===== src/rtl/le_map_consts.svh =====
// Contract
// - Ramp latches variable operands at start
// - Each step moves mapped brightness at most one unit
// - Operand selector: A, B, C, D order
// - A-C by instruction; D host/converter sourced
// - Step duration is step time times prescale; step time 0 counts as 1
// - Fast ramp has no variable form
// - Mapping table anywhere, one word per row
// - Row bits 0-9 LEDs, bit 10 haptic
// - Several mask bits map several outputs
// - Mapping never changes brightness by itself
// - Table first and last address stored
// - Single select: 0 none, 1-10 LED, 11 haptic
// - Clear mapping returns outputs to host value
// - Next row wraps end to start
// - Previous row wraps start to end
// - Set row loads index from bits 6:0
// - Prescale divides master clock 16 or 512
// - Saturated ramp still runs all steps
`ifndef LE_MAP_CONSTS_SVH
`define LE_MAP_CONSTS_SVH
`define VAR_D_OFFSET    8'h3C
`define VAR_D_RESET     8'h00
`define OPC_LD          4'h9
`define LD_SUBOP        2'h0
`define OPC_RAMP_VAR    6'h21
`define OPC_FAST_VAR    6'h22
`define MAP_TABLE_FIRST_ADDR_CMD 9'h140
`define MAP_TABLE_LAST_ADDR_CMD  9'h141
`define OPC_MAP_SEL     9'h142
`define OPC_MAP_CLR     9'h143
`define OPC_MAP_NEXT    9'h144
`define OPC_MAP_PREV    9'h145
`define OPC_MAP_SET     9'h146
`define SEL_CODE_MAX    4'hB
`define PRESC_DIV0      9'h00F
`define PRESC_DIV1      9'h1FF
`define BRIGHT_MAX      8'hFF
`define BRIGHT_MIN      8'h00
`endif


===== src/rtl/le_map_pkg.sv =====
package le_map_pkg;
	typedef enum logic [3:0] {
		ST_IDLE  = 4'b0001,
		ST_FETCH = 4'b0010,
		ST_APPLY = 4'b0100,
		ST_RAMP  = 4'b1000
	} eng_state_type;
	typedef enum logic [1:0] {
		VAR_A = 2'h0,
		VAR_B = 2'h1,
		VAR_C = 2'h2,
		VAR_D = 2'h3
	} var_sel_type;
endpackage : le_map_pkg


===== src/rtl/le_ramp_map.sv =====
`timescale 1ns/1ps
`include "le_map_consts.svh"

module le_ramp_map
	import le_map_pkg::*;
#(
	parameter int NUM_OUT = 11,
	parameter int AW      = 7
) (
	input  wire logic                    sys_clk_i,
	input  wire logic                    sys_rst_i,
	input  wire logic                    mclk_i,
	input  wire logic                    instr_valid_i,
	input  wire logic [15:0]             instr_i,
	output logic                         busy_o,
	output logic                         done_o,
	output logic                         mem_rd_o,
	output logic [AW-1:0]                mem_addr_o,
	input  wire logic [15:0]             mem_rdata_i,
	input  wire logic                    host_wr_i,
	input  wire logic                    host_rd_i,
	input  wire logic [7:0]              host_addr_i,
	input  wire logic [7:0]              host_wdata_i,
	output logic [7:0]                   host_rdata_o,
	input  wire logic                    adc_src_i,
	input  wire logic [7:0]              adc_result_i,
	input  wire logic [NUM_OUT-1:0][7:0] host_bright_i,
	output logic [NUM_OUT-1:0][7:0]      out_bright_o,
	output logic [NUM_OUT-1:0]           map_o,
	output logic [7:0]                   eng_bright_o
);

	// Master clock synchroniser; stage 1 feeds only stage 2
	logic       mclk_s1_reg;
	logic       mclk_s2_reg;
	logic       mclk_s3_reg;
	logic       mclk_filt_reg;
	logic       mclk_filt_next;
	logic       mclk_edge;

	always_comb begin
		mclk_filt_next = mclk_filt_reg;
		if (mclk_s2_reg == mclk_s3_reg) begin
			mclk_filt_next = mclk_s3_reg;
		end
		mclk_edge = mclk_filt_next & ~mclk_filt_reg;
	end

	always_ff @(posedge sys_clk_i or posedge sys_rst_i) begin
		if (sys_rst_i) begin
			mclk_s1_reg   <= 1'b0;
			mclk_s2_reg   <= 1'b0;
			mclk_s3_reg   <= 1'b0;
			mclk_filt_reg <= 1'b0;
		end else begin
			mclk_s1_reg   <= mclk_i;
			mclk_s2_reg   <= mclk_s1_reg;
			mclk_s3_reg   <= mclk_s2_reg;
			mclk_filt_reg <= mclk_filt_next;
		end
	end

	// Host variable register
	logic [7:0] var_d_reg;
	logic [7:0] var_d_next;
	logic [7:0] rdata_reg;
	logic [7:0] rdata_next;
	logic [7:0] var_d_val;

	always_comb begin
		var_d_next = var_d_reg;
		rdata_next = rdata_reg;
		if (host_wr_i && host_addr_i == `VAR_D_OFFSET) begin
			var_d_next = host_wdata_i;
		end
		if (host_rd_i) begin
			rdata_next = (host_addr_i == `VAR_D_OFFSET) ? var_d_reg : 8'h00;
		end
		var_d_val = adc_src_i ? adc_result_i : var_d_reg;
	end

	always_ff @(posedge sys_clk_i or posedge sys_rst_i) begin
		if (sys_rst_i) begin
			var_d_reg <= `VAR_D_RESET;
			rdata_reg <= 8'h00;
		end else begin
			var_d_reg <= var_d_next;
			rdata_reg <= rdata_next;
		end
	end

	assign host_rdata_o = rdata_reg;

	// Engine state
	eng_state_type      state_reg;
	eng_state_type      state_next;
	logic [7:0]         var_a_reg;
	logic [7:0]         var_a_next;
	logic [7:0]         var_b_reg;
	logic [7:0]         var_b_next;
	logic [7:0]         var_c_reg;
	logic [7:0]         var_c_next;
	logic [AW-1:0]      first_reg;
	logic [AW-1:0]      first_next;
	logic [AW-1:0]      last_reg;
	logic [AW-1:0]      last_next;
	logic [AW-1:0]      row_reg;
	logic [AW-1:0]      row_next;
	logic [NUM_OUT-1:0] map_reg;
	logic [NUM_OUT-1:0] map_next;
	logic [7:0]         bright_reg;
	logic [7:0]         bright_next;
	logic [4:0]         step_reg;
	logic [4:0]         step_next;
	logic [7:0]         steps_left_reg;
	logic [7:0]         steps_left_next;
	logic               change_reg;
	logic               change_next;
	logic               presc_reg;
	logic               presc_next;
	logic               dir_down_reg;
	logic               dir_down_next;
	logic [8:0]         unit_cnt_reg;
	logic [8:0]         unit_cnt_next;
	logic [4:0]         step_cnt_reg;
	logic [4:0]         step_cnt_next;
	logic               busy_reg;
	logic               busy_next;
	logic               done_reg;
	logic               done_next;
	logic               rd_reg;
	logic               rd_next;
	logic               push_next;
	logic [8:0]         div_last;
	logic [4:0]         step_span;
	logic [7:0]         sel_step_val;
	logic [7:0]         sel_inc_val;
	logic [3:0]         sel_code;

	function automatic logic [7:0] pick_var(
		input logic [1:0] sel,
		input logic [7:0] a,
		input logic [7:0] b,
		input logic [7:0] c,
		input logic [7:0] d
	);
		logic [7:0] v;
		v = a;
		unique case (var_sel_type'(sel))
			VAR_A: v = a;
			VAR_B: v = b;
			VAR_C: v = c;
			VAR_D: v = d;
		endcase
		return v;
	endfunction : pick_var

	always_comb begin
		state_next      = state_reg;
		var_a_next      = var_a_reg;
		var_b_next      = var_b_reg;
		var_c_next      = var_c_reg;
		first_next      = first_reg;
		last_next       = last_reg;
		row_next        = row_reg;
		map_next        = map_reg;
		bright_next     = bright_reg;
		step_next       = step_reg;
		steps_left_next = steps_left_reg;
		change_next     = change_reg;
		presc_next      = presc_reg;
		dir_down_next   = dir_down_reg;
		unit_cnt_next   = unit_cnt_reg;
		step_cnt_next   = step_cnt_reg;
		busy_next       = busy_reg;
		done_next       = 1'b0;
		rd_next         = 1'b0;
		push_next       = 1'b0;
		sel_step_val    = pick_var(instr_i[3:2], var_a_reg, var_b_reg, var_c_reg, var_d_val);
		sel_inc_val     = pick_var(instr_i[1:0], var_a_reg, var_b_reg, var_c_reg, var_d_val);
		sel_code        = instr_i[3:0];
		div_last        = presc_reg ? `PRESC_DIV1 : `PRESC_DIV0;
		step_span       = (step_reg == 5'h00) ? 5'h01 : step_reg;
		unique case (state_reg)
			ST_IDLE: begin
				if (instr_valid_i) begin
					busy_next = 1'b1;
					done_next = 1'b1;
					busy_next = 1'b0;
					if (instr_i[15:12] == `OPC_LD && instr_i[9:8] == `LD_SUBOP) begin
						unique case (var_sel_type'(instr_i[11:10]))
							VAR_A: var_a_next = instr_i[7:0];
							VAR_B: var_b_next = instr_i[7:0];
							VAR_C: var_c_next = instr_i[7:0];
							VAR_D: var_a_next = var_a_reg;
						endcase
					end else if (instr_i[15:10] == `OPC_RAMP_VAR) begin
						// Operands frozen here; later variable writes are not seen
						step_next       = sel_step_val[4:0];
						steps_left_next = (sel_inc_val == 8'h00) ? 8'h01 : sel_inc_val;
						change_next     = (sel_step_val[4:0] != 5'h00) &&
						                  (sel_inc_val != 8'h00);
						presc_next      = instr_i[5];
						dir_down_next   = instr_i[4];
						unit_cnt_next   = 9'h000;
						step_cnt_next   = 5'h00;
						done_next       = 1'b0;
						busy_next       = 1'b1;
						state_next      = ST_RAMP;
					end else if (instr_i[15:10] == `OPC_FAST_VAR) begin
						// No variable form of the fast ramp: finishes with no effect
						done_next = 1'b1;
					end else begin
						unique case (instr_i[15:7])
							`MAP_TABLE_FIRST_ADDR_CMD: first_next = instr_i[AW-1:0];
							`MAP_TABLE_LAST_ADDR_CMD:  last_next = instr_i[AW-1:0];
							`OPC_MAP_SEL: begin
								map_next = '0;
								if (sel_code != 4'h0 && sel_code <= `SEL_CODE_MAX) begin
									map_next[sel_code - 4'h1] = 1'b1;
								end
							end
							`OPC_MAP_CLR:   map_next = '0;
							`OPC_MAP_NEXT: begin
								row_next = (row_reg == last_reg) ? first_reg :
								           AW'(row_reg + 1'b1);
							end
							`OPC_MAP_PREV: begin
								row_next = (row_reg == first_reg) ? last_reg :
								           AW'(row_reg - 1'b1);
							end
							`OPC_MAP_SET:   row_next = AW'(first_reg + instr_i[6:0]);
							default:        row_next = row_reg;
						endcase
						if (instr_i[15:7] == `OPC_MAP_NEXT || instr_i[15:7] == `OPC_MAP_PREV ||
						    instr_i[15:7] == `OPC_MAP_SET) begin
							rd_next    = 1'b1;
							done_next  = 1'b0;
							busy_next  = 1'b1;
							state_next = ST_FETCH;
						end
					end
				end
			end
			ST_FETCH: begin
				state_next = ST_APPLY;
			end
			ST_APPLY: begin
				// Row read back; brightness is not pushed here
				map_next   = mem_rdata_i[NUM_OUT-1:0];
				done_next  = 1'b1;
				busy_next  = 1'b0;
				state_next = ST_IDLE;
			end
			ST_RAMP: begin
				if (mclk_edge) begin
					if (unit_cnt_reg == div_last) begin
						unit_cnt_next = 9'h000;
						if (step_cnt_reg == step_span - 5'h01) begin
							step_cnt_next = 5'h00;
							if (change_reg) begin
								push_next = 1'b1;
								if (dir_down_reg && bright_reg != `BRIGHT_MIN) begin
									bright_next = bright_reg - 8'h01;
								end else if (!dir_down_reg && bright_reg != `BRIGHT_MAX) begin
									bright_next = bright_reg + 8'h01;
								end
							end
							// Saturation does not cut the step count short
							steps_left_next = steps_left_reg - 8'h01;
							if (steps_left_reg == 8'h01) begin
								done_next  = 1'b1;
								busy_next  = 1'b0;
								state_next = ST_IDLE;
							end
						end else begin
							step_cnt_next = step_cnt_reg + 5'h01;
						end
					end else begin
						unit_cnt_next = unit_cnt_reg + 9'h001;
					end
				end
			end
		endcase
	end

	always_ff @(posedge sys_clk_i or posedge sys_rst_i) begin
		if (sys_rst_i) begin
			state_reg      <= ST_IDLE;
			var_a_reg      <= 8'h00;
			var_b_reg      <= 8'h00;
			var_c_reg      <= 8'h00;
			first_reg      <= '0;
			last_reg       <= '0;
			row_reg        <= '0;
			map_reg        <= '0;
			bright_reg     <= 8'h00;
			step_reg       <= 5'h00;
			steps_left_reg <= 8'h00;
			change_reg     <= 1'b0;
			presc_reg      <= 1'b0;
			dir_down_reg   <= 1'b0;
			unit_cnt_reg   <= 9'h000;
			step_cnt_reg   <= 5'h00;
			busy_reg       <= 1'b0;
			done_reg       <= 1'b0;
			rd_reg         <= 1'b0;
		end else begin
			state_reg      <= state_next;
			var_a_reg      <= var_a_next;
			var_b_reg      <= var_b_next;
			var_c_reg      <= var_c_next;
			first_reg      <= first_next;
			last_reg       <= last_next;
			row_reg        <= row_next;
			map_reg        <= map_next;
			bright_reg     <= bright_next;
			step_reg       <= step_next;
			steps_left_reg <= steps_left_next;
			change_reg     <= change_next;
			presc_reg      <= presc_next;
			dir_down_reg   <= dir_down_next;
			unit_cnt_reg   <= unit_cnt_next;
			step_cnt_reg   <= step_cnt_next;
			busy_reg       <= busy_next;
			done_reg       <= done_next;
			rd_reg         <= rd_next;
		end
	end

	assign busy_o       = busy_reg;
	assign done_o       = done_reg;
	assign mem_rd_o     = rd_reg;
	assign mem_addr_o   = row_reg;
	assign map_o        = map_reg;
	assign eng_bright_o = bright_reg;

	// Per-output brightness: mapped outputs hold until a ramp step pushes
	logic [NUM_OUT-1:0][7:0] out_reg;
	logic [NUM_OUT-1:0][7:0] out_next;

	for (genvar i = 0; i < NUM_OUT; i++) begin : g_out
		always_comb begin
			out_next[i] = out_reg[i];
			if (!map_reg[i]) begin
				out_next[i] = host_bright_i[i];
			end else if (push_next) begin
				out_next[i] = bright_next;
			end
		end

		always_ff @(posedge sys_clk_i or posedge sys_rst_i) begin
			if (sys_rst_i) begin
				out_reg[i] <= 8'h00;
			end else begin
				out_reg[i] <= out_next[i];
			end
		end
	end

	assign out_bright_o = out_reg;

endmodule : le_ramp_map

===== config.mk =====
export PLATFORM = sky130hd
export DESIGN_NAME = le_ramp_map
export DESIGN_NICKNAME = d
export VERILOG_FILES = /design/src/rtl/le_map_pkg.sv /design/src/rtl/le_ramp_map.sv
export VERILOG_INCLUDE_DIRS = /design/src /design/src/rtl
export SDC_FILE = /design/constraint.sdc
export NUM_CORES = 1
export LEC_CHECK = 0
export BUFFER_PORTS_ARGS = -buffer_cell sky130_fd_sc_hd__buf_2
export CORE_UTILIZATION = 59
export CTS_CLUSTER_SIZE = 20
export DETAILED_ROUTE_END_ITERATION = 16
export PLACE_DENSITY = 0.87
export SYNTH_ARGS = -nofsm -noshare
export SYNTH_HDL_FRONTEND = slang
export SYNTH_SLANG_ARGS = --single-unit

===== constraint.sdc =====
create_clock -name sys_clk_i -period 15 [get_ports sys_clk_i]
set_input_delay 0.75 -clock sys_clk_i [delete_from_list [all_inputs] [get_ports sys_clk_i]]
set_output_delay 0.75 -clock sys_clk_i [all_outputs]
set_load 0.02 [all_outputs]

### Word-level counts from Yosys, hierarchy flattened

Index checks and enable logic that the tools add are counted.

* bitwise gates (word level): 5
* equality and inequality tests: 53
* multiplexer cells: 98
* magnitude comparators: 3
* reductions and logical operators: 37
* $add $sub $neg: 10

Operators with widths (number)
* $mux W8: 28
* $eq A9 B9 Y1 const B: 7
* $mux W11: 5
* $mux W9: 6
* $pmux W11 S2: 2
* $mux W4: 9
* $reduce_and A6 Y1: 6
* $mux W5: 7
* $pmux W8 S4: 1
* $mux W1: 29
* $ne A2 B1 Y1 const B: 11
* $pmux W7 S3: 1
* $pmux W5 S4: 1
* $ne A2 B2 Y1 const B: 9
* $pmux W9 S2: 1
* $pmux W4 S4: 1
* $pmux W8 S2: 1
* $reduce_and A4 Y1: 4
* $reduce_bool A8 Y1: 2
* $sub A8 B1 Y8 const B: 2
* $eq A7 B7 Y1: 2
* $mux W7: 2
* $eq A6 B6 Y1 const B: 2
* $eq A2 B2 Y1 const B: 5
* 42 further kinds: 62

* logic and storage cells: 242
* input bits: 151
* register bits: 209

### Logic depth before layout (Yosys ltp)

Gate-level depths: netlist of the first run.

* word-level depth: 12
* mapped depth: 11
* gate-level depth less buffers: 9

### Worst setup path before layout of the first run

Ideal clock, no wire load.

* kind: reg2reg
* start point: reg step_reg[4]
* end point: reg out_reg (netlist bit out_bright_o[17])
* cell stages (with the launch flop): 12
* data required time: 14880 ps
* slack: 12357 ps
* clock period less this slack: 2643 ps
* arrival time: 2524 ps
* setup time: 120 ps
* cell sequence: dfrtp_1 nor4_1 nor2_1 ha_1 nand2b_1 o211a_1 o31a_1 nor4_4 buf_4 nand3_1 buf_2 a31o_1

* longest elaborated chain between the ends: 10
* elaborated cells between the ends (all ways): 15
* those cells by class: add/sub (1); eq/ne (2); mux (11); reduce/logical (1)

Ends and longest elaborated chain
* from (decl): RTL line le_ramp_map.sv:113 `logic [4:0] step_reg;`
* from (signal assigned): RTL line le_ramp_map.sv:318 `step_reg <= step_next;`
* $logic_not A5 Y1: RTL line le_ramp_map.sv:183 `step_span = (step_reg == 5'h00) ? 5'h01 : step_reg;`
* $mux W5 (*): RTL line le_ramp_map.sv:183
* $sub A5 B1 Y5 (*): RTL line le_ramp_map.sv:259 `if (step_cnt_reg == step_span - 5'h01) begin`
* $eq A5 B5 Y1 (*): RTL line le_ramp_map.sv:259
* $mux W8: RTL line le_ramp_map.sv:259
* $mux W8: RTL line le_ramp_map.sv:257 `if (unit_cnt_reg == div_last) begin`
* $mux W8: RTL line le_ramp_map.sv:256 `if (mclk_edge) begin`
* $mux W8: RTL line le_ramp_map.sv:184 `unique case (state_reg)`
* $mux W8: RTL line le_ramp_map.sv:347 `end else if (push_next) begin`
* $mux W8: RTL line le_ramp_map.sv:345 `if (!map_reg[i]) begin`
* to (signal, indexed assignment): RTL line le_ramp_map.sv:356 `out_reg[i] <= out_next[i];`
* to (decl): RTL line le_ramp_map.sv:339 `logic [NUM_OUT-1:0][7:0] out_reg;`

Every way passes the cells marked *; elsewhere a longest branch is shown, timed or not. The select of a mux whose other input is x is not followed.
A chain may end at the register's enable or synchronous reset.

### Worst setup path after layout of the first run

* start point: reg step_reg[4]
* end point: reg out_reg (netlist bit out_bright_o[57])

The elaborated chain is that of the path after synthesis.

==> results of run 1 <==
[layer usage]
| layer | up-vias | share of wire [%] | GRT usage [%] |
|---|---|---|---|
| li1 | 4613 | - | - |
| met2 | 616 | 48 | 54.9 |
| met5 | - | 0.038 | 0 |
| met1 | 4982 | 39 | 44.5 |
| met3 | 119 | 8.2 | 5.74 |
| met4 | 2 | 4.7 | 15.7 |
[Yosys cell counts (4+ instances only)]
cell type	n	area, sq um
buf_4	5	37.5
and2_1	5	31.3
nor2b_1	23	144
a21oi_1	41	205
nor3b_1	10	75.1
ha_1	16	200
mux2i_1	12	120
mux4_2	7	158
a31o_1	19	166
or3_1	4	25.0
nor4_1	9	56.3
a31o_2	28	245
o21ai_1	9	45.0
clkbuf_1	41	154
nand3_1	31	155
clkinv_1	12	45.0
a21o_1	6	45.0
inv_1	24	90.1
mux2_1	8	90.1
a31oi_1	45	282
nand4_1	10	62.6
a221oi_1	11	96.3
buf_1	13	48.8
and4_1	4	35.0
a211oi_1	11	82.6
dfrtp_1	208	5200
o2bb2ai_1	34	298
nor3_1	20	100
a22o_1	7	61.3
and3_1	7	43.8
o31ai_1	14	105
nor2_1	121	454
mux2_2	57	642
nand2b_1	42	263
xor2_1	19	166
buf_2	17	85.1
nand2_1	71	267
o21ai_0	34	170
xnor2_1	26	228
[power by group]
| group | leakage (nW) | internal [mW] | switching (mW) | total (mW) |
|---|---|---|---|---|
| clock network | 0.358 | 0.326 | 0.235 | 0.561 |
| logic | 3.44 | 0.296 | 0.484 | 0.781 |
| registers | 2.66 | 0.714 | 0.144 | 0.858 |
| total | 6.46 | 1.34 | 0.863 | 2.20 |
[per-stage QoR]
step | area (sq um) | instances | util, % | power, mW | setup WS [ns]
finish | 13600 | 1651 | 72.1 | 2.20 | 11.39
global route | 13600 | 1650 | 72.0 | 2.30 | 11.19
CTS | 13600 | 1646 | 72.0 | 2.18 | 11.41
detailed placement | 12800 | 1604 | 68.1 | 1.62 | 11.45
global placement | 12800 | 1604 | 68.1 | 1.60 | 11.49
floorplan | 11400 | 1140 | - | 1.35 | 8.54
[cells by family after synthesis]
| logic type | count (synthesis) |
|---|---|
| multiplexers | 84 |
| buffers and inverters | 112 |
| AO/OA/AOI/OAI | 286 |
| XOR/XNOR | 46 |
| flip-flops | 209 |
| AND/OR/NAND/NOR | 385 |
| adder cells (fa/ha/maj) | 18 |
[worst max path at each step]
| stage | end | cells past startpoint |
|---|---|---|
| finish | out_bright_o[57]$_DFFE_PP0P_ | 10 |
| global route | out_bright_o[65]$_DFFE_PP0P_ | 10 |
| CTS | out_bright_o[41]$_DFFE_PP0P_ | 10 |
| detailed placement | out_bright_o[57]$_DFFE_PP0P_ | 10 |
| global placement | out_bright_o[57]$_DFFE_PP0P_ | 10 |
| floorplan | busy_o$_DFFE_PP0P_ | 1 |
[worst register-to-register path, cell delays in order, from the launching register on]
cell,delay [ns]
dfrtp_1,0.44
nor4_1,0.41
nor2_1,0.08
ha_1,0.24
nand2b_1,0.16
o211a_1,0.15
o31a_1,0.33
nor4_4,0.28
buf_4,0.40
nand3_1,0.58
a31o_1,0.41
[final cells by class]
type | instances | area (sq um)
multi-input cells | 819 | 5690
fillers | 1305 | 5260
flip-flops and latches | 209 | 5230
repair buffers | 280 | 1430
clock buffers | 35 | 671
well taps | 260 | 325
inverters | 36 | 143
clock inverters | 7 | 68.8
diodes | 5 | 12.5
==> results.sh, run 1 <==
export IMPL_outcome="completed"
export IMPL_synth_mux_area_fraction_pct=8.88
export IMPL_cp_cell_sequence="nor4_1, nor2_1, ha_1, nand2b_1, o211a_1, o31a_1, nor4_4, buf_4, nand3_1, a31o_1"
export IMPL_insertion_delay_ns=0.52
export IMPL_groute_usage_overall_pct=33.8
export IMPL_timing_setup_critical_path_class="flop to flop"
export IMPL_final_layout_size_suffix_gt1_share_pct=30.7
export IMPL_timing_rr_end="out_bright_o[57]$_DFFE_PP0P_"
export IMPL_adder_cell_area_share_of_the_yosys_netlist_pct=2.02
export IMPL_synth_seq_area_share_pct=46.0
export IMPL_gpl_final_weighted_congestion=0.920
export IMPL_syn_nets=1308
export IMPL_drv_max_cap_violation_count=0
export IMPL_final_nets=1537
export IMPL_finalHoldViolations=0
export IMPL_postCtsSetupRepairBufs=0
export IMPL_clock_path_buffers=3
export IMPL_via_count=10300
export IMPL_static_leakage_power_nw=6.46
export IMPL_detailed_place_hpwl_um=23400
export IMPL_totalNegativeSetupSlack_ns=0
export IMPL_cts_tree="built"
export IMPL_crit_slowest_cell="nand3_1"
export IMPL_crit_path_start_kind="flop"
export IMPL_routedWlPerCell_um=20.5
export IMPL_slew_at_the_pin_with_the_worst_max_slew_slack_ns=1.06
export IMPL_grt_pass1_wl_um=52700
export IMPL_synth_xor_area_share_pct=3.61
export IMPL_avgSynthCellArea_sq_um=9.98
export IMPL_buffer_ports_inserted=270
export IMPL_core_area_sq_mm=0.0188
export IMPL_largest_register_ff_count=88
export IMPL_timing_clock_skew_ns=0.0248
export IMPL_cts_repair_resize_count=0
export IMPL_cts_hold_fix_buffers=0
export IMPL_path_delay_family="simple AND/OR/NAND/NOR gates"
export IMPL_synth_edf_count=0
export IMPL_grt_remaining_overflow=0
export IMPL_compound_cell_area_share_of_the_yosys_netlist_pct=17.9
export IMPL_hold_path_cell_count=1
export IMPL_critPathRequiredTime_ns=15.39
export IMPL_finalCriticalPeriod_ns=3.61
export IMPL_synth_simple_area_share_pct=17.6
export IMPL_cp_slowest_stage_delay_ns=0.56
export IMPL_r2r_cells=10
export IMPL_totalWireLength_um=33900
export IMPL_layout_cells_most_common="buf_2"
export IMPL_hold_ws_ns=0.345
export IMPL_final_max_slew_violation_count=0
export IMPL_power_density_mw_per_mm2=162
export IMPL_die_height_um=141
export IMPL_synth_cell_area_sq_mm=0.0114
export IMPL_grt_setup_unrepaired="no"
export IMPL_rrSetupSlack_ns=11.39
export IMPL_final_min_period_over_clock_period_pct=24.1
export IMPL_number_of_antenna_violations_at_the_first_check_in_global_routing=5
export IMPL_netlist_instances=1140
export IMPL_setup_viol=0
export IMPL_share_of_synthesized_flip_flops_with_an_asynchronous_set_or_reset_pct=100
export IMPL_synthToLayoutAreaGrowth_pct=19.3
export IMPL_cts_buffers_inserted=23
export IMPL_r2r_start="step_reg[4]$_DFFE_PP0P_"
export IMPL_route_detailed_vias_per_inst=6.26
export IMPL_yosys_warnings=0
export IMPL_io_pins=276
export IMPL_num_rows=50
export IMPL_type_of_destination_of_the_critical_path="flop"
export IMPL_htree_levels=1
export IMPL_tritoncts_num_sinks=209
export IMPL_die_area_sq_mm=0.0198
export IMPL_netlist_cell_type_count=78
export IMPL_ys_dominant_reg_cell="dfrtp_1"
export IMPL_detailedRoute_firstPassIterationCount=5
export IMPL_drc_violations=0
export IMPL_crit_path_start="step_reg[4]$_DFFE_PP0P_"
export IMPL_number_of_global_route_vias_before_repair=9834
export IMPL_floorplan_initialDensity_pct=60.4
export IMPL_clkSlewWorstSetupHoldPaths_ns=0.06
export IMPL_synth_top_family_by_area="compound AO/OA/AOI/OAI gates"
export IMPL_min_to="mclk_s1_reg$_DFF_PP0_"
export IMPL_most_common_layout_cells="270 x buf_2, 208 x dfrtp_1, 121 x nor2_1"
export IMPL_drt_iter0_drc=835
export IMPL_worst_vdd_ir_v=0.0000828
export IMPL_worst_hold_startpoint="mclk_i"
export IMPL_clock_root_buffer="clkbuf_16"
export IMPL_critical_path_n_buffers_inverters=1
export IMPL_worst_case_headroom_to_the_max_slew_limit_pct=29.0
export IMPL_synth_ff_latch_count=209
export IMPL_cp_data_arrival_time_ns=4.00
export IMPL_timing_critical_path_fanout_max=38
export IMPL_final_antenna_net_count=0
export IMPL_fp_dieW_um=141
export IMPL_grt_start_max_net_pins=153
export IMPL_maxClockFrequency_mhz=277
export IMPL_hp_class="input port to flop"
Note: power is estimated with default switching activity, not from simulation.
==> run 2, diff against run 1 <==
Settings changed: ABC_AREA set to 1, CORE_UTILIZATION 59 to 55, PLACE_DENSITY 0.87 to 0.81.
Clock period 15 ns to 3.7 ns, I/O delays scaled along.
==> results.sh, run 2 <==
export IMPL_route_detailed_vias_per_inst=5.48
export IMPL_synth_simple_area_share_pct=35.9
export IMPL_most_common_layout_cells="636 x nand2_1, 270 x buf_2, 208 x dfrtp_1"
export IMPL_groute_usage_overall_pct=33.6
export IMPL_final_min_period_over_clock_period_pct=81.4
export IMPL_totalNegativeSetupSlack_ns=0
export IMPL_fp_dieW_um=150
export IMPL_place_ws_ns=0.771
export IMPL_yosysTopAreaCellShare_pct=43.2
export IMPL_design_area_sq_mm=0.0151
export IMPL_clock_root_buffer="clkbuf_16"
export IMPL_hp_class="input port to flop"
export IMPL_yosys_warnings=0
export IMPL_cp_data_arrival_time_ns=3.38
export IMPL_outcome="completed"
export IMPL_drt_iter0_drc=1130
export IMPL_setup_viol=0
export IMPL_static_leakage_power_nw=8.22
export IMPL_synth_ff_latch_count=209
export IMPL_nFillCells=1632
export IMPL_count_leader_synth="nand2_1"
export IMPL_worst_case_headroom_to_the_max_slew_limit_pct=40.3
export IMPL_gpl_final_weighted_congestion=0.933
export IMPL_io_pins=276
export IMPL_totalWireLength_um=37900
export IMPL_hold_ws_ns=0.00276
export IMPL_type_of_destination_of_the_critical_path="flop"
export IMPL_synth_seq_area_share_pct=43.4
export IMPL_floorplan_initialDensity_pct=56.7
export IMPL_drv_max_cap_violation_count=0
export IMPL_worst_vdd_ir_v=0.000379
export IMPL_htree_levels=1
export IMPL_timing_setup_critical_path_class="flop to flop"
export IMPL_final_layout_size_suffix_gt1_share_pct=17.9
export IMPL_insertion_delay_ns=0.51
export IMPL_cts_repair_resize_count=0
export IMPL_via_count=12700
export IMPL_num_rows=53
export IMPL_number_of_antenna_violations_at_the_first_check_in_global_routing=0
export IMPL_buffer_ports_inserted=270
export IMPL_synth_xor_area_share_pct=2.03
export IMPL_final_nets=2201
export IMPL_finalWorstSetupSlack_ns=0.689
export IMPL_final_max_slew_violation_count=0
export IMPL_synth_top_cells_by_count="636 x nand2_1, 208 x dfrtp_1, 206 x inv_1"
export IMPL_synth_mux_area_fraction_pct=0.457
export IMPL_clkSlewWorstSetupHoldPaths_ns=0.06
export IMPL_finalHoldViolations=0
export IMPL_tritoncts_num_sinks=209
export IMPL_timing_clock_skew_ns=0.0183
export IMPL_drc_violations=0
export IMPL_grt_remaining_overflow=0
export IMPL_postPlaceCellArea_sq_mm=0.0136
export IMPL_routedWlPerCell_um=16.3
export IMPL_die_height_um=150
export IMPL_grt_pass1_wl_um=59900
export IMPL_avgSynthCellArea_sq_um=7.09
export IMPL_netlist_cell_type_count=46
export IMPL_timing_critical_path_fanout_max=15
export IMPL_critPathRequiredTime_ns=4.07
export IMPL_maxClockFrequency_mhz=332
export IMPL_synthToLayoutAreaGrowth_pct=25.5
export IMPL_grt_start_max_net_pins=140
export IMPL_ys_top_cells_by_area="dfrtp_1 43%, nand2_1 20%, nand3_1 7.6%, inv_1 6.4%, o21ai_0 4.3%"
export IMPL_finalCriticalPeriod_ns=3.01
export IMPL_compound_cell_area_share_of_the_yosys_netlist_pct=6.90
export IMPL_clock_path_buffers=3
export IMPL_share_of_synthesized_flip_flops_with_an_asynchronous_set_or_reset_pct=100
export IMPL_p_total_mw=8.15
export IMPL_detailed_place_hpwl_um=25800
export IMPL_synth_cell_area_sq_mm=0.0121
export IMPL_slew_at_the_pin_with_the_worst_max_slew_slack_ns=0.896
export IMPL_crit_path_start_kind="flop"
export IMPL_synth_largest_area_cell="dfrtp_1"
export IMPL_die_area_sq_mm=0.0225
export IMPL_syn_nets=1870
export IMPL_core_area_sq_mm=0.0213
export IMPL_detailedRoute_firstPassIterationCount=6
export IMPL_number_of_global_route_vias_before_repair=12000
export IMPL_power_density_mw_per_mm2=539
export IMPL_final_antenna_net_count=0
export IMPL_synth_top_family_by_area="simple AND/OR/NAND/NOR gates"
export IMPL_cts_tree="built"
export IMPL_num_antenna_cells=0
export IMPL_netlist_instances=1702
export IMPL_largest_register_ff_count=88
export IMPL_grt_setup_unrepaired="no"
export IMPL_layout_cells_most_common="nand2_1"
export IMPL_cts_buffers_inserted=23
export IMPL_ys_dominant_reg_cell="dfrtp_1"
export IMPL_adder_cell_area_share_of_the_yosys_netlist_pct=1.91
export IMPL_synth_edf_count=0
export IMPL_postCtsSetupRepairBufs=0
==> run 2: cell count changes after synthesis, moves of 28 or more <==
cell / previous run / this run
mux2_2: 57 / 4
o21ai_0: 34 / 103
nor2_1: 121 / 91
nand3_1: 31 / 182
o2bb2ai_1: 34 / 0
a31oi_1: 45 / 1
nand2_1: 71 / 636
a31o_2: 28 / 0
inv_1: 24 / 206
nand2b_1: 42 / 0
==> run 2: report_power, final <==
group	total, mW	internal, mW	switching (mW)
sequential	3.24	2.75	0.487
clock	2.29	1.36	0.931
combinational	2.62	0.887	1.74
==> run 2: cell families after synthesis <==
group | after synthesis
AND/OR/NAND/NOR | 1003
buffers and inverters | 286
flip-flops | 209
AO/OA/AOI/OAI | 153
XOR/XNOR | 28
adder cells (fa/ha/maj) | 18
multiplexers | 5
==> run 2: final timing paths <==
| kind | slack, ns | end | startpoint | cells past startpoint |
|---|---|---|---|---|
| max | 0.69 | out_bright_o[44]$_DFFE_PP0P_ | step_reg[0]$_DFFE_PP0P_ | 18 |
| min | 0.003 | out_bright_o[20]$_DFFE_PP0P_ | host_bright_i[20] | 5 |
| max reg2reg | 0.69 | out_bright_o[44]$_DFFE_PP0P_ | step_reg[0]$_DFFE_PP0P_ | 18 |
| min reg2reg | 0.36 | mclk_s2_reg$_DFF_PP0_ | mclk_s1_reg$_DFF_PP0_ | 0 |
| max in group asynchronous | 2.54 | out_bright_o[6]$_DFFE_PP0P_ | sys_rst_i | 4 |
| min in group asynchronous | 0.40 | step_cnt_reg[0]$_DFFE_PP0P_ | sys_rst_i | 4 |
==> run 2: area by class of cell <==
cell class	instances	area [sq um]	share of cell area, %
repair buffers	358	2240	14.8
clock inverters	8	92.6	0.612
clock buffers	32	649	4.29
flip-flops and latches	209	5230	34.6
well taps	275	344	2.27
multi-input cells	1207	5690	37.6
inverters	234	882	5.83
==> run 2: critical path: stages, from the launching register on <==
cell	delay, ns
dfrtp_1	0.41
nor2_2	0.17
nand3_2	0.11
nand2_1	0.11
inv_1	0.05
ha_1	0.24
inv_1	0.09
nand2_1	0.05
nand3_1	0.08
nand2_1	0.06
nor2_2	0.11
nand3_2	0.10
nor2_4	0.13
buf_4	0.22
nand3_1	0.09
nand2_1	0.07
nand2_1	0.45
nand2_1	0.24
nand2_1	0.09
==> run 2: repair_timing <==
item	CTS	global route
hold buffers	82	0
setup endpoints to repair	0	0
endpoints found under the hold margin	166	0
==> run 2: routing by layer <==
layer	vias to the layer above	share of wire, %	track usage [%]
met3	164	9.1	5.40
met2	700	47	54.5
met5	-	0	0
li1	6035	-	-
met4	0	4.3	14.0
met1	5842	40	44.6
==> run 2: per-stage QoR <==
step	instances	utilization, %
global route	2323	71.1
detailed placement	2201	63.7
global placement	2201	63.7
floorplan	1702	-
finish	2323	71.1
CTS	2323	71.1
==> run 3, diff against run 2 <==
Settings changed: ABC_AREA 1 to 0, CORE_UTILIZATION 55 to 54, PLACE_DENSITY 0.81 to 0.8.
Clock period 3.7 ns to 2.9 ns, I/O delays scaled along.
==> results.sh, run 3 (same netlist as run 1, synthesis figures left out) <==
export IMPL_outcome="completed"
export IMPL_route_detailed_vias_per_inst=6.19
export IMPL_drt_iter0_drc=1045
export IMPL_hp_class="input port to flop"
export IMPL_static_leakage_power_nw=7.16
export IMPL_critPathRequiredTime_ns=3.31
export IMPL_final_max_slew_violation_count=0
export IMPL_num_rows=52
export IMPL_final_min_period_over_clock_period_pct=97.5
export IMPL_r2r_cells=11
export IMPL_grt_start_max_net_pins=53
export IMPL_clkSlewWorstSetupHoldPaths_ns=0.06
export IMPL_worst_vdd_ir_v=0.000490
export IMPL_rrSetupSlack_ns=0.07
export IMPL_postPlaceCellArea_sq_mm=0.0132
export IMPL_synthToLayoutAreaGrowth_pct=32.8
export IMPL_groute_usage_overall_pct=33.8
export IMPL_timing_clock_skew_ns=0.0166
export IMPL_slew_at_the_pin_with_the_worst_max_slew_slack_ns=0.871
export IMPL_timing_rr_end="out_bright_o[74]$_DFFE_PP0P_"
export IMPL_cts_buffers_inserted=23
export IMPL_final_nets=1682
export IMPL_design_area_sq_mm=0.0151
export IMPL_via_count=11200
export IMPL_tritoncts_num_sinks=209
export IMPL_drc_violations=0
export IMPL_io_pins=276
export IMPL_grt_pass1_wl_um=58100
export IMPL_met2_wirelength_um=17600
export IMPL_insertion_delay_ns=0.51
export IMPL_die_height_um=147
export IMPL_most_common_layout_cells="272 x buf_2, 208 x dfrtp_1, 120 x nor2_1"
export IMPL_met3_wirelength_um=3090
export IMPL_core_area_sq_mm=0.0204
export IMPL_detailed_place_hpwl_um=24200
export IMPL_gpl_final_weighted_congestion=0.926
export IMPL_topRoutingLayerUsed="met5"
export IMPL_drv_max_cap_violation_count=0
export IMPL_cp_cell_sequence="nor4_4, nor2_1, ha_1, nand2b_1, o211a_1, o31a_1, nor4_4, buf_6, o311ai_2, buf_4, a31oi_1"
export IMPL_routedWlPerCell_um=20.5
export IMPL_worst_case_headroom_to_the_max_slew_limit_pct=41.8
export IMPL_p_total_mw=11.7
export IMPL_cp_data_arrival_time_ns=3.24
export IMPL_hold_path_cell_count=3
export IMPL_wirelength_met1_um=14100
export IMPL_buffer_ports_inserted=270
export IMPL_htree_levels=1
export IMPL_hold_ws_ns=0.0178
export IMPL_cp_slowest_stage_delay_ns=0.41
export IMPL_maxClockFrequency_mhz=354
export IMPL_totalWireLength_um=36900
export IMPL_grt_remaining_overflow=0
export IMPL_power_density_mw_per_mm2=777
export IMPL_crit_path_start_kind="flop"
export IMPL_number_of_global_route_vias_before_repair=11100
export IMPL_fp_dieW_um=147
export IMPL_place_ws_ns=-0.0308
export IMPL_min_to="out_bright_o[65]$_DFFE_PP0P_"
export IMPL_die_area_sq_mm=0.0217
export IMPL_number_of_antenna_violations_at_the_first_check_in_global_routing=3
export IMPL_finalCriticalPeriod_ns=2.83
export IMPL_crit_slowest_cell="dfrtp_1"
export IMPL_clock_root_buffer="clkbuf_16"
export IMPL_floorplan_initialDensity_pct=55.7
export IMPL_clock_path_buffers=3
export IMPL_cts_tree="built"
export IMPL_finalHoldViolations=0
export IMPL_finalWorstSetupSlack_ns=0.0716
export IMPL_type_of_destination_of_the_critical_path="flop"
export IMPL_r2r_start="step_reg[3]$_DFFE_PP0P_"
export IMPL_crit_top_cell="nor4_4"
export IMPL_detailedRoute_firstPassIterationCount=5
export IMPL_timing_critical_path_fanout_max=6
export IMPL_final_antenna_net_count=0
export IMPL_timing_setup_critical_path_class="flop to flop"
export IMPL_largest_register_ff_count=88
export IMPL_layout_cells_most_common="buf_2"
export IMPL_final_layout_size_suffix_gt1_share_pct=30.9
export IMPL_worst_hold_startpoint="host_bright_i[65]"
export IMPL_setup_viol=0
-- run 3: cell count changes in the layout (fill, tap and decap cells not counted), sizes merged, moves of 20 or more --
cell / change
nand2b: +42
xnor2: +21
nand3: -155
a31oi: +44
dlygate4sd3: +27
a21oi: +20
nand2: -566
o21ai: -60
o2bb2ai: +34
mux2: +61
inv: -198
buf: +40
nor2b: +23
a31o: +47
-- run 3: layout make-up --
cell class                 instances  area, sq um
multi-input combinational        819         5750
antenna                            3         7.51
clock buffer                      32          649
clock inverter                     8         92.6
sequential                       209         5230
timing repair buffer             425         2900
fill                            1298         5320
inverter                          36          139
tap                              270          338
-- run 3: routing by layer --
layer / GRT usage (%) / vias up
met2: 56.0 / 729
met3: 5.06 / 178
met4: 16.6 / 2
met1: 43.4 / 5346
li1: - / 4896
met5: 0 / -
-- run 3: where the power goes --
part / internal [mW] / switching, mW
logic: 1.68 / 2.64
clock network: 1.73 / 1.20
registers: 3.70 / 0.785
-- run 3: worst max path at each step --
stage / cells after the start / endpoint / start / slack, ns
after global routing: 11 / out_bright_o[10]$_DFFE_PP0P_ / step_reg[3]$_DFFE_PP0P_ / -0.03
after global placement: 10 / out_bright_o[7]$_DFFE_PP0P_ / step_reg[4]$_DFFE_PP0P_ / 0.07
final: 11 / out_bright_o[74]$_DFFE_PP0P_ / step_reg[3]$_DFFE_PP0P_ / 0.07
after detailed placement: 10 / out_bright_o[79]$_DFFE_PP0P_ / step_reg[4]$_DFFE_PP0P_ / -0.03
after floorplan: 1 / busy_o$_DFFE_PP0P_ / sys_rst_i / 0.04
after CTS: 11 / out_bright_o[57]$_DFFE_PP0P_ / step_reg[4]$_DFFE_PP0P_ / 0.06
-- run 3: metrics by stage --
| stage | instances | TNS [ns] | utilization [%] |
|---|---|---|---|
| after global placement | 1645 | 0 | 64.5 |
| after detailed placement | 1645 | -0.220 | 64.5 |
| after floorplan | 1140 | 0 | - |
| after CTS | 1794 | 0 | 73.5 |
| final | 1802 | 0 | 74.0 |
| after global routing | 1801 | -0.130 | 74.0 |
-- run 3: critical path, delay by kind of cell, from the launching register on --
| family | cells | cell delay, ns |
|---|---|---|
| buffers and inverters | 2 | 0.39 |
| DFF | 1 | 0.41 |
| and+or+nand+nor | 4 | 0.86 |
| adders and majority gates | 1 | 0.22 |
| AOI/OAI and AO/OA | 4 | 0.85 |
-- run 3: what timing repair did --
| item | 4_1_cts | 5_1_grt |
|---|---|---|
| hold buffers | 109 | 0 |
| buffers inserted | 0 | 3 |
| pin swaps | 0 | 4 |
| resized for setup | 2 | 13 |
| gates cloned | 0 | 2 |
| setup endpoints to repair | 14 | 69 |
| endpoints found under the hold margin | 144 | 0 |
